`src/rtl/ddmc_defines.svh`:
```
`ifndef DDMC_DEFINES_SVH
`define DDMC_DEFINES_SVH

// =====================================================================
// Command word layout
`define DDMC_WORD_BITS 16
`define DDMC_BIT_CHSEL 15
`define DDMC_BIT_BUF 14
`define DDMC_BIT_GAIN 13
`define DDMC_BIT_PWR 12
`define DDMC_DATA_MSB 11
`define DDMC_CNT_W 5
`define DDMC_CNT_FULL 5'h10

// =====================================================================
// Reset values of the channel settings
`define DDMC_RST_GAIN 1'h0
`define DDMC_RST_BUF 1'h0
`define DDMC_RST_PWR 1'h0
`define DDMC_RST_CODE 12'h000

// =====================================================================
// Settling windows after leaving shutdown and in normal operation
`define DDMC_CLK_MHZ 100
`define DDMC_WAKE_NS 10000
`define DDMC_SETTLE_NS 4500
`define DDMC_WAKE_CYC ((`DDMC_WAKE_NS * `DDMC_CLK_MHZ) / 1000)
`define DDMC_SETTLE_CYC ((`DDMC_SETTLE_NS * `DDMC_CLK_MHZ) / 1000)

`endif

```
`src/rtl/ddmc_pkg.sv`:
```
package ddmc_pkg;
    // Serial receiver state
    typedef enum logic [1:0] {
        DDMC_IDLE,
        DDMC_SHIFT,
        DDMC_DONE
    } ddmc_rx_state_t;

    // Reference path of a channel
    typedef enum logic {
        DDMC_REF_UNBUF,
        DDMC_REF_BUF
    } ddmc_ref_t;
endpackage

```
`src/rtl/ddmc_channel.sv`:
```
`timescale 1ns/10ps
`include "ddmc_defines.svh"

module ddmc_channel #(
    parameter int CODE_W = 12,
    parameter int WAKE_CYC = `DDMC_WAKE_CYC,
    parameter int SETTLE_CYC = `DDMC_SETTLE_CYC
) (
    input wire logic clk_in,
    input wire logic rst_in,
    input wire logic load_in,
    input wire logic [CODE_W-1:0] code_in,
    input wire logic gain_in,
    input wire logic buf_in,
    input wire logic power_down_ctl_in,
    input wire logic hw_off_in,
    output logic [CODE_W-1:0] code_out,
    output logic unity_gain_out,
    output ddmc_pkg::ddmc_ref_t ref_mode_out,
    output logic active_out,
    output logic load_sel_out,
    output logic settling_out
);
    import ddmc_pkg::*;

    localparam int CNT_W = $clog2(WAKE_CYC + 1);

    logic [CNT_W-1:0] settle_reg;
    logic sw_on_reg;
    logic active_next;
    logic active_out_d;

    // =================================================================
    // Output register: code and settings latch together
    always_ff @(posedge clk_in or posedge rst_in) begin
        if (rst_in) begin
            code_out <= '0;
            unity_gain_out <= `DDMC_RST_GAIN;
            ref_mode_out <= DDMC_REF_UNBUF;
            sw_on_reg <= `DDMC_RST_PWR;
        end else if (load_in) begin
            code_out <= code_in;
            unity_gain_out <= gain_in;
            ref_mode_out <= ddmc_ref_t'(buf_in);
            sw_on_reg <= power_down_ctl_in;
        end
    end

    // =================================================================
    // Active when software enabled and the shutdown pin is high
    assign active_next = sw_on_reg & ~hw_off_in;
    assign active_out = active_next;
    assign load_sel_out = ~active_next;

    // =================================================================
    // Settling window: long after wake-up, short after a code change
    always_ff @(posedge clk_in or posedge rst_in) begin
        if (rst_in) begin
            settle_reg <= '0;
        end else if (!active_next) begin
            settle_reg <= '0;
        end else if (!active_out_d) begin
            settle_reg <= CNT_W'(WAKE_CYC);
        end else if (load_in && code_in != code_out
                     && settle_reg < CNT_W'(SETTLE_CYC)) begin
            // A held strobe repeats loads; only a new code re-arms
            settle_reg <= CNT_W'(SETTLE_CYC);
        end else if (settle_reg != '0) begin
            settle_reg <= settle_reg - CNT_W'(1);
        end
    end

    // Previous activity, to spot the wake-up
    always_ff @(posedge clk_in or posedge rst_in) begin
        if (rst_in) begin
            active_out_d <= 1'b0;
        end else begin
            active_out_d <= active_next;
        end
    end

    assign settling_out = (settle_reg != '0);
endmodule

```
`src/rtl/ddmc_top.sv`:
```
// Contract
// - Channel code is unsigned binary of 8, 10 or 12 bits.
// - Gain bit one selects unity gain, zero selects double gain.
// - After reset each channel defaults to double gain.
// - Per-channel bit selects buffered or unbuffered reference.
// - Power-on reset puts both channels in shutdown.
// - Outputs stay off until a valid write and strobe low.
// - Undervoltage holds channels in reset until a later write.
// - Software shuts one channel; shutdown pin low shuts both.
// - Serial interface keeps decoding writes during shutdown.
// - Channel wakes on pin high or latched write with control one.
// - Supply monitor disabled in pin shutdown, enabled otherwise.
// - Shut channel gives no output, pin switched to resistive load.
// - Wake-up settling up to 10 us, normal settling 4.5 us.
// - Word: bit 15 channel B, 14 buffer, 13 gain, 12 power.
// - Data sampled on rising serial clock while select is low.
// - Word loaded on select rise only after exactly 16 clocks; the code also accepts more than 16, keeping the first 16 bits.
// - Strobe low copies both input registers to output registers.
`timescale 1ns/10ps
`include "ddmc_defines.svh"

module ddmc_top #(
    parameter int RES_BITS = 12,
    parameter int WAKE_CYC = `DDMC_WAKE_CYC,
    parameter int SETTLE_CYC = `DDMC_SETTLE_CYC
) (
    input wire logic clk_in,
    input wire logic rst_in,
    input wire logic undervolt_in,
    input wire logic spi_cs_n_in,
    input wire logic spi_sck_in,
    input wire logic spi_sdi_in,
    input wire logic output_latch_strobe_n_in,
    input wire logic hw_shutdown_n_in,
    output logic [RES_BITS-1:0] code_a_out,
    output logic [RES_BITS-1:0] code_b_out,
    output logic unity_gain_a_out,
    output logic unity_gain_b_out,
    output ddmc_pkg::ddmc_ref_t ref_mode_a_out,
    output ddmc_pkg::ddmc_ref_t ref_mode_b_out,
    output logic active_a_out,
    output logic active_b_out,
    output logic load_sel_a_out,
    output logic load_sel_b_out,
    output logic settling_a_out,
    output logic settling_b_out,
    output logic monitor_en_out,
    output logic word_taken_out
);
    import ddmc_pkg::*;

    // Unused low bits of the data field for narrow variants
    localparam int PAD_W = `DDMC_DATA_MSB + 1 - RES_BITS;

    // =================================================================
    // Input synchronisers
    logic [1:0] cs_sync_reg, sck_sync_reg, sdi_sync_reg;
    logic [1:0] output_latch_strobe_sync_reg, power_down_ctl_sync_reg, uv_sync_reg;
    logic sck_prev_reg, cs_prev_reg;
    logic cs_n, sck, sdi, strobe_n, hw_off, uv;

    // Two flops per outside input
    always_ff @(posedge clk_in or posedge rst_in) begin
        if (rst_in) begin
            cs_sync_reg <= 2'h3;
            sck_sync_reg <= 2'h0;
            sdi_sync_reg <= 2'h0;
            output_latch_strobe_sync_reg <= 2'h3;
            power_down_ctl_sync_reg <= 2'h3;
            uv_sync_reg <= 2'h0;
        end else begin
            cs_sync_reg <= {cs_sync_reg[0], spi_cs_n_in};
            sck_sync_reg <= {sck_sync_reg[0], spi_sck_in};
            sdi_sync_reg <= {sdi_sync_reg[0], spi_sdi_in};
            output_latch_strobe_sync_reg <= {output_latch_strobe_sync_reg[0], output_latch_strobe_n_in};
            power_down_ctl_sync_reg <= {power_down_ctl_sync_reg[0], hw_shutdown_n_in};
            uv_sync_reg <= {uv_sync_reg[0], undervolt_in};
        end
    end

    assign cs_n = cs_sync_reg[1];
    assign sck = sck_sync_reg[1];
    assign sdi = sdi_sync_reg[1];
    assign strobe_n = output_latch_strobe_sync_reg[1];
    assign hw_off = ~power_down_ctl_sync_reg[1];
    assign uv = uv_sync_reg[1];

    // Edge history of the synchronised serial clock and select lines
    always_ff @(posedge clk_in or posedge rst_in) begin
        if (rst_in) begin
            sck_prev_reg <= 1'b0;
            cs_prev_reg <= 1'b1;
        end else begin
            sck_prev_reg <= sck;
            cs_prev_reg <= cs_n;
        end
    end

    logic sck_rise, cs_rise;
    assign sck_rise = sck & ~sck_prev_reg;
    assign cs_rise = cs_n & ~cs_prev_reg;

    // =================================================================
    // Supply monitor and internal reset
    logic chan_rst;
    // Monitor is off only while the shutdown pin holds the part
    assign monitor_en_out = ~hw_off;
    assign chan_rst = rst_in | (uv & monitor_en_out);

    // =================================================================
    // Serial receiver
    ddmc_rx_state_t rx_state_reg;
    logic [`DDMC_WORD_BITS-1:0] shift_reg;
    logic [`DDMC_CNT_W-1:0] bit_cnt_reg;
    logic word_ok;

    // Shift on rising serial clock while select low, ignoring extras
    always_ff @(posedge clk_in or posedge rst_in) begin
        if (rst_in) begin
            rx_state_reg <= DDMC_IDLE;
            shift_reg <= '0;
            bit_cnt_reg <= '0;
        end else begin
            case (rx_state_reg)
                DDMC_IDLE: begin
                    bit_cnt_reg <= '0;
                    if (!cs_n) begin
                        rx_state_reg <= DDMC_SHIFT;
                    end
                end
                DDMC_SHIFT: begin
                    if (cs_n) begin
                        rx_state_reg <= DDMC_IDLE;
                    end else if (sck_rise) begin
                        shift_reg <= {shift_reg[`DDMC_WORD_BITS-2:0], sdi};
                        bit_cnt_reg <= bit_cnt_reg + `DDMC_CNT_W'(1);
                        if (bit_cnt_reg == `DDMC_CNT_FULL - 5'h01) begin
                            rx_state_reg <= DDMC_DONE;
                        end
                    end
                end
                DDMC_DONE: begin
                    if (cs_n) begin
                        rx_state_reg <= DDMC_IDLE;
                    end
                end
                default: rx_state_reg <= DDMC_IDLE;
            endcase
        end
    end

    assign word_ok = cs_rise && (rx_state_reg == DDMC_DONE);
    assign word_taken_out = word_ok;

    // =================================================================
    // Input registers, one per channel
    logic [RES_BITS-1:0] in_code_reg [2];
    logic [1:0] in_gain_reg, in_buf_reg, in_pwr_reg;
    logic any_write_reg;
    logic sel_b;

    assign sel_b = shift_reg[`DDMC_BIT_CHSEL];

    // Load the addressed input register from a complete word
    always_ff @(posedge clk_in or posedge chan_rst) begin
        if (chan_rst) begin
            for (int i = 0; i < 2; i++) begin
                in_code_reg[i] <= '0;
            end
            in_gain_reg <= {2{`DDMC_RST_GAIN}};
            in_buf_reg <= {2{`DDMC_RST_BUF}};
            in_pwr_reg <= {2{`DDMC_RST_PWR}};
            any_write_reg <= 1'b0;
        end else if (word_ok) begin
            in_code_reg[sel_b] <= shift_reg[`DDMC_DATA_MSB -: RES_BITS];
            in_gain_reg[sel_b] <= shift_reg[`DDMC_BIT_GAIN];
            in_buf_reg[sel_b] <= shift_reg[`DDMC_BIT_BUF];
            in_pwr_reg[sel_b] <= shift_reg[`DDMC_BIT_PWR];
            any_write_reg <= 1'b1;
        end
    end

    // =================================================================
    // Transfer: strobe low copies both channels at once
    logic xfer;
    assign xfer = ~strobe_n & any_write_reg;

    ddmc_channel #(
        .CODE_W(RES_BITS),
        .WAKE_CYC(WAKE_CYC),
        .SETTLE_CYC(SETTLE_CYC)
    ) u_chan_a (
        .clk_in(clk_in),
        .rst_in(chan_rst),
        .load_in(xfer),
        .code_in(in_code_reg[0]),
        .gain_in(in_gain_reg[0]),
        .buf_in(in_buf_reg[0]),
        .power_down_ctl_in(in_pwr_reg[0]),
        .hw_off_in(hw_off),
        .code_out(code_a_out),
        .unity_gain_out(unity_gain_a_out),
        .ref_mode_out(ref_mode_a_out),
        .active_out(active_a_out),
        .load_sel_out(load_sel_a_out),
        .settling_out(settling_a_out)
    );

    ddmc_channel #(
        .CODE_W(RES_BITS),
        .WAKE_CYC(WAKE_CYC),
        .SETTLE_CYC(SETTLE_CYC)
    ) u_chan_b (
        .clk_in(clk_in),
        .rst_in(chan_rst),
        .load_in(xfer),
        .code_in(in_code_reg[1]),
        .gain_in(in_gain_reg[1]),
        .buf_in(in_buf_reg[1]),
        .power_down_ctl_in(in_pwr_reg[1]),
        .hw_off_in(hw_off),
        .code_out(code_b_out),
        .unity_gain_out(unity_gain_b_out),
        .ref_mode_out(ref_mode_b_out),
        .active_out(active_b_out),
        .load_sel_out(load_sel_b_out),
        .settling_out(settling_b_out)
    );
endmodule

```
`config.mk`:
```
export PLATFORM = sky130hd
export DESIGN_NAME = ddmc_top
export DESIGN_NICKNAME = d
export VERILOG_FILES = /design/src/rtl/ddmc_pkg.sv /design/src/rtl/ddmc_channel.sv /design/src/rtl/ddmc_top.sv
export VERILOG_INCLUDE_DIRS = /design/src /design/src/rtl
export SDC_FILE = /design/constraint.sdc
export NUM_CORES = 1
export LEC_CHECK = 0
export BUFFER_PORTS_ARGS = -buffer_cell sky130_fd_sc_hd__buf_2
export CORE_MARGIN = 3
export CORE_UTILIZATION = 60
export CTS_BUF_LIST = sky130_fd_sc_hd__clkbuf_4
export DETAILED_ROUTE_END_ITERATION = 12
export PLACE_DENSITY_LB_ADDON = 0.08
export SYNTH_ARGS = -nofsm -noshare
export SYNTH_HDL_FRONTEND = slang
export SYNTH_HIERARCHICAL = 1
export SYNTH_SLANG_ARGS = --single-unit
```
`constraint.sdc`:
```
create_clock -name clk_in -period 4.6 [get_ports clk_in]
set_clock_uncertainty 0.05 [all_clocks]
set_input_delay 0 -clock clk_in [delete_from_list [all_inputs] [get_ports clk_in]]
set_output_delay 0 -clock clk_in [all_outputs]
set_load 0.005 [all_outputs]
```
Word level (Yosys, flattened, before mapping)
Index checks and enable logic that the tools add are counted.
Widths: inputs -> output; s select.
{"block": "classes", "n_mux": 25, "eq_ne": 13, "reduce_logical": 14, "div": 0, "order_cmp": 6, "multipliers": 0, "shifts": 0, "add_sub_neg": 3, "bitwise": 14}
{"operator": "$mux 10", "count": 8}
{"operator": "$bwmux 24", "count": 1}
{"operator": "$ne 12x12->1", "count": 2}
{"operator": "$lt 10x9->1 const B", "count": 2}
{"operator": "$reduce_bool 10->1", "count": 2}
{"operator": "$sub 10x1->10 const B", "count": 2}
{"operator": "$demux 12 s1", "count": 1}
{"operator": "$mux 12", "count": 1}
{"operator": "$mux 2", "count": 5}
{"operator": "$mux 5", "count": 2}
{"operator": "$pmux 5 s2", "count": 1}
{"operator": "$ne 2x2->1 const B", "count": 4}
{"operator": "$ne 4x4->1 const B", "count": 2}
{"operator": "$logic_and 1x1->1", "count": 7}
{"operator": "$and 1x1->1", "count": 6}
{"operator": "$bwmux 2", "count": 3}
{"operator": "$ne 3x3->1 const B", "count": 2}
{"operator": "$not 1->1", "count": 6}
{"operator": "$pmux 2 s3", "count": 1}
{"operator": "$reduce_and 3->1", "count": 2}
{"operator": "$add 5x1->5 const B", "count": 1}
{"operator": "$eq 5x4->1 const B", "count": 1}
{"operator": "$reduce_and 4->1", "count": 1}
{"operator": "$eq 2x1->1 const B", "count": 1}
{"operator": "11 further kinds", "count": 11}
{"block": "word_totals", "output_inout_bits": 36, "mem_count": 0, "mem_bits_ro": 0, "latch_bits": 0, "word_cells": 104, "ramBits": 0, "ff_bits": 120, "in_bits": 8}

Logic depth before layout (Yosys ltp)
{"block": "logic_depth", "depth_word": 7, "depth_mapped": 8, "mapped_depth_nobuf": 8}

Cells and area by module
The synthesis kept the hierarchy.
{"mod": "ddmc_channel", "cells_each": 112, "instances": 2, "area_per_inst_um2": 1313.8, "seq_area_each_um2": 650.6}
{"mod": "ddmc_top", "cells_each": 152, "instances": 1, "area_per_inst_um2": 2529.9, "seq_area_each_um2": 1710.4}

Worst setup path before layout
Ideal clock, no wire load.
{"block": "synth_timing", "path_kind": "reg2reg", "from": "reg u_chan_b.settle_reg[0]", "to": "reg u_chan_b.settle_reg[8]", "n_path_buf": 0, "stages_incl_launch_ff": 6, "arrival_ns": 1.708, "slack_ns": 2.753, "required_time_ns": 4.462, "synth_period_minus_slack_ns": 1.847, "setup_ns": 0.088, "cell_sequence": "dfrtp_1 inv_1 ha_1 or3b_2 or4_1 a41oi_1"}
{"block": "synth_between", "elab_chain_cells": 5, "elab_cells_between_ends": 9, "cone_classes": "1 x add/sub; 1 x order compare; 1 x eq/ne; 4 x mux; 2 x reduce/logical"}
{"item": "start: declaration", "line_no": "ddmc_channel.sv:28", "rtl": "logic [CNT_W-1:0] settle_reg;"}
{"item": "start signal: assignment", "line_no": "ddmc_channel.sv:63", "rtl": "settle_reg <= CNT_W'(WAKE_CYC);"}
{"item": "start signal: assignment", "line_no": "ddmc_channel.sv:67", "rtl": "settle_reg <= CNT_W'(SETTLE_CYC);"}
{"item": "start signal: assignment", "line_no": "ddmc_channel.sv:69", "rtl": "settle_reg <= settle_reg - CNT_W'(1);"}
{"item": "$sub 10x1->10 / $lt 10x9->1 (equally long branches)", "line_no": "ddmc_channel.sv:69, ddmc_channel.sv:65"}
{"item": "$mux 10 / $logic_and 1x1->1 (equally long branches)", "line_no": "ddmc_channel.sv:68, ddmc_channel.sv:65"}
{"item": "$mux 10", "line_no": "ddmc_channel.sv:64", "rtl": "end else if (load_in && code_in != code_out"}
{"item": "$mux 10", "line_no": "ddmc_channel.sv:62", "rtl": "end else if (!active_out_d) begin"}
{"item": "$mux 10", "line_no": "ddmc_channel.sv:60", "rtl": "end else if (!active_next) begin"}
Parallel ways exist; a longest one is shown, timed or not. The select of a mux whose other input is x is not followed.
A chain may end at the register's enable or synchronous reset.

Worst setup path after layout
{"block": "layout_timing", "from": "reg u_chan_b.settle_reg[0]", "to": "out settling_b_out"}
{"block": "layout_between", "elab_chain_cells": 1}
{"item": "$reduce_bool 10->1", "line_no": "ddmc_channel.sv:82", "rtl": "assign settling_out = (settle_reg != '0);"}
{"item": "end: declaration", "line_no": "ddmc_top.sv:46", "rtl": "output logic settling_b_out,"}
No other way between the ends.

==> results.py <==
metrics = {
    "setup_path": {
        "cp.arrival_ns": 2.21,
        "end_kind": "output port",
        "crit_slowest_cell": "dfrtp_1",
        "crit_path_max_incr_delay_ns": 0.41,
        "start_kind": "flip-flop",
        "crit_buf_inv": 3,
        "path_max_fanout": 7,
        "crit_top_cell": "inv_1",
        "crit_required_ns": 4.55,
        "crit_family": "simple AND/OR/NAND/NOR gates",
        "crit_path_cell_trace": "inv_1, ha_1, nor4b_1, and3_1, inv_1, buf_2",
        "crit_type": "flip-flop to output port",
    },
    "global_route": {
        "grt_usage_pct": 20.6,
        "grt_pass1_vias": 3331,
        "grt_max_degree": 34,
        "overflow": 0,
        "antenna_found_initial": 0,
        "grt_pass1_wl_mm": 15.9,
    },
    "final_layout": {
        "area_growth_pct": 14.2,
        "final_cell_mix": "113 x dfrtp_1, 77 x mux2_2, 43 x buf_2",
        "multi_input_area_um2": 2020,
        "final_nets": 452,
        "fin_area_um2": 5890,
        "n_fill_cell": 611,
        "largest_reg_flops": 24,
        "n_antenna_cell": 0,
        "layout_commonest_cell": "dfrtp_1",
        "drive_above_1_share_pct": 39.5,
        "seq_area_um2": 3010,
    },
    "synthesis": {
        "ys_ff_latch": 120,
        "synth_edf_count": 0,
        "synth_top_cells_by_area": "dfrtp_1 55%, mux2_2 17%, xor2_1 5.4%",
        "syn_nets": 390,
        "synth_cell_types": 48,
        "synth_ff_type": "dfrtp_1",
        "ys_seq_area_share_pct": 58.4,
        "synth_area_um2": 5160,
        "synth.avg_cell_area_um2": 13.7,
        "synth.top_cell.area_share_pct": 54.8,
        "synthCells": 376,
        "synthArstFlopShare_pct": 100,
        "synth_warnings": 6,
        "yosys.area.top_type": "dfrtp_1",
    },
    "drt": {
        "drt.antenna.violating_nets": 0,
        "drtIter0Drc": 111,
        "viasPerCell": 5.66,
        "wl_per_cell_um": 16.4,
        "firstDrtPassIters": 4,
        "vias": 3145,
        "drc": 0,
        "wl_mm": 9.12,
    },
    "clock_tree": {
        "insertion_delay_ns": 0.50,
        "clk_pin_slew_ns": 0.12,
        "cts_tree": "built",
        "htreeDepth": 4,
        "ctsRootBufferMaster": "clkbuf_4",
        "post_cts_buffers": 0,
        "cts-resized-gates": 0,
        "cts.sinks": 120,
        "cts_hold_buf": 8,
        "cts_made_buffers": 17,
        "clock_path_buffers": 2,
    },
    "floorplanning": {
        "dieArea_um2": 9740,
        "fp.dieW_um": 98.7,
        "fp-row-count": 33,
        "initial_core_util_pct": 62.1,
        "core-area_um2": 8300,
        "ios": 44,
        "fp.dieH_um": 98.7,
    },
    "sta": {
        "rsz0062_at_grt": "no",
        "period_share_pct": 49.2,
        "tns_ns": 0,
        "slew_violations": 0,
        "max_freq_mhz": 442,
        "fin_crit_ns": 2.26,
        "finalHoldViolations": 0,
        "setup_viol": 0,
        "relSlewSlack_pct": 33.1,
        "worst_slew_pin_slew_ns": 1.00,
    },
    "placement": {
        "place_area_um2": 5470,
        "gp_congestion": 0.842,
        "hpwl_mm": 6.22,
        "port_buffers": 43,
    },
    "job": {
        "maxCapViolations": 0,
    },
    "power_and_ir_drop": {
        "power.density_nw_per_um2": 346,
        "ir_drop_mv": 0.254,
        "power.leakage_nw": 3.13,
    },
    "hold_path": {
        "min_path_type": "input port to flip-flop",
    },
    "run_status": {
        "outcome": "complete, no violations",
    },
}
-- power by group --
group	total (W)	internal (W)	switching, W
sequential	0.00110	0.00108	0.0000239
clock	0.000872	0.000445	0.000427
combinational	0.0000603	0.0000254	0.0000350
-- metrics by stage --
step | instances | setup WS, ns | util, % | hold slack (ns) | total power, W
6_report | 556 | 2.34 | 70.9 | 0.0752 | 0.00204
5_1_grt | 556 | 2.15 | 70.9 | 0.0255 | 0.00212
4_1_cts | 556 | 2.30 | 70.9 | 0.0319 | 0.00206
3_5_place_dp | 516 | 2.41 | 65.9 | -0.120 | 0.00118
3_3_place_gp | 516 | 2.48 | 65.9 | -0.129 | 0.00118
2_1_floorplan | 376 | 1.71 | - | -0.0455 | 0.00115
-- metal layers --
layer  track usage, %  up-vias  wire length (um)
met3             5.59        6               352
li1                 -     1477                 -
met4             5.78        0                61
met1             27.0     1599              4180
met5                0        -                 0
met2             34.0       63              4520
-- Yosys cell counts (3+ instances only) --
cell type / number
a31o_1: 4
nand3_1: 3
or4_1: 4
xor2_1: 32
nor3b_1: 5
mux2_2: 77
nor3_1: 8
and3_1: 3
clkbuf_1: 4
xnor2_1: 3
dfrtp_1: 113
nand2_1: 11
a22o_1: 3
o21ai_0: 4
inv_1: 17
ha_1: 6
or4_4: 4
dfstp_2: 7
a21oi_1: 8
nor4_1: 10
a31oi_1: 4
nor2_1: 6
-- layout make-up --
class	instances	area share (%)
clock inverters	15	3.65
repair buffers	54	5.40
well taps	105	2.23
clock buffers	17	2.17
multi-input cells	228	34.3
inverters	17	1.08
flip-flops and latches	120	51.1
-- path summary, 6_finish.rpt --
kind / from / end / slack [ns] / cells after the start
setup reg to reg: any_write_reg$_DFFE_PP0P_ / u_chan_a/settle_reg[2]$_DFFE_PP0P_ / 2.41 / 4
setup / recovery: u_chan_b/settle_reg[0]$_DFFE_PP0P_ / settling_b_out / 2.34 / 6
hold reg to reg: cs_sync_reg[0]$_DFF_PP1_ / cs_sync_reg[1]$_DFF_PP1_ / 0.31 / 0
max in group asynchronous: uv_sync_reg[1]$_DFF_PP0_ / u_chan_b/ref_mode_out$_DFFE_PP0P_ / 2.73 / 4
hold / removal: spi_sdi_in / sdi_sync_reg[0]$_DFF_PP0_ / 0.08 / 2
min in group asynchronous: rst_in / in_code_reg[15]$_DFFE_PP0P_ / 0.16 / 4
-- cell families after synthesis --
logic type / synth area share (%)
buf+inv: 2.69
simple gates: 9.83
compound gates: 4.49
fa+ha+maj: 1.46
flops: 58.4
mux: 17.2
xor+xnor: 5.94
Note: power is estimated with default switching activity, not from simulation.
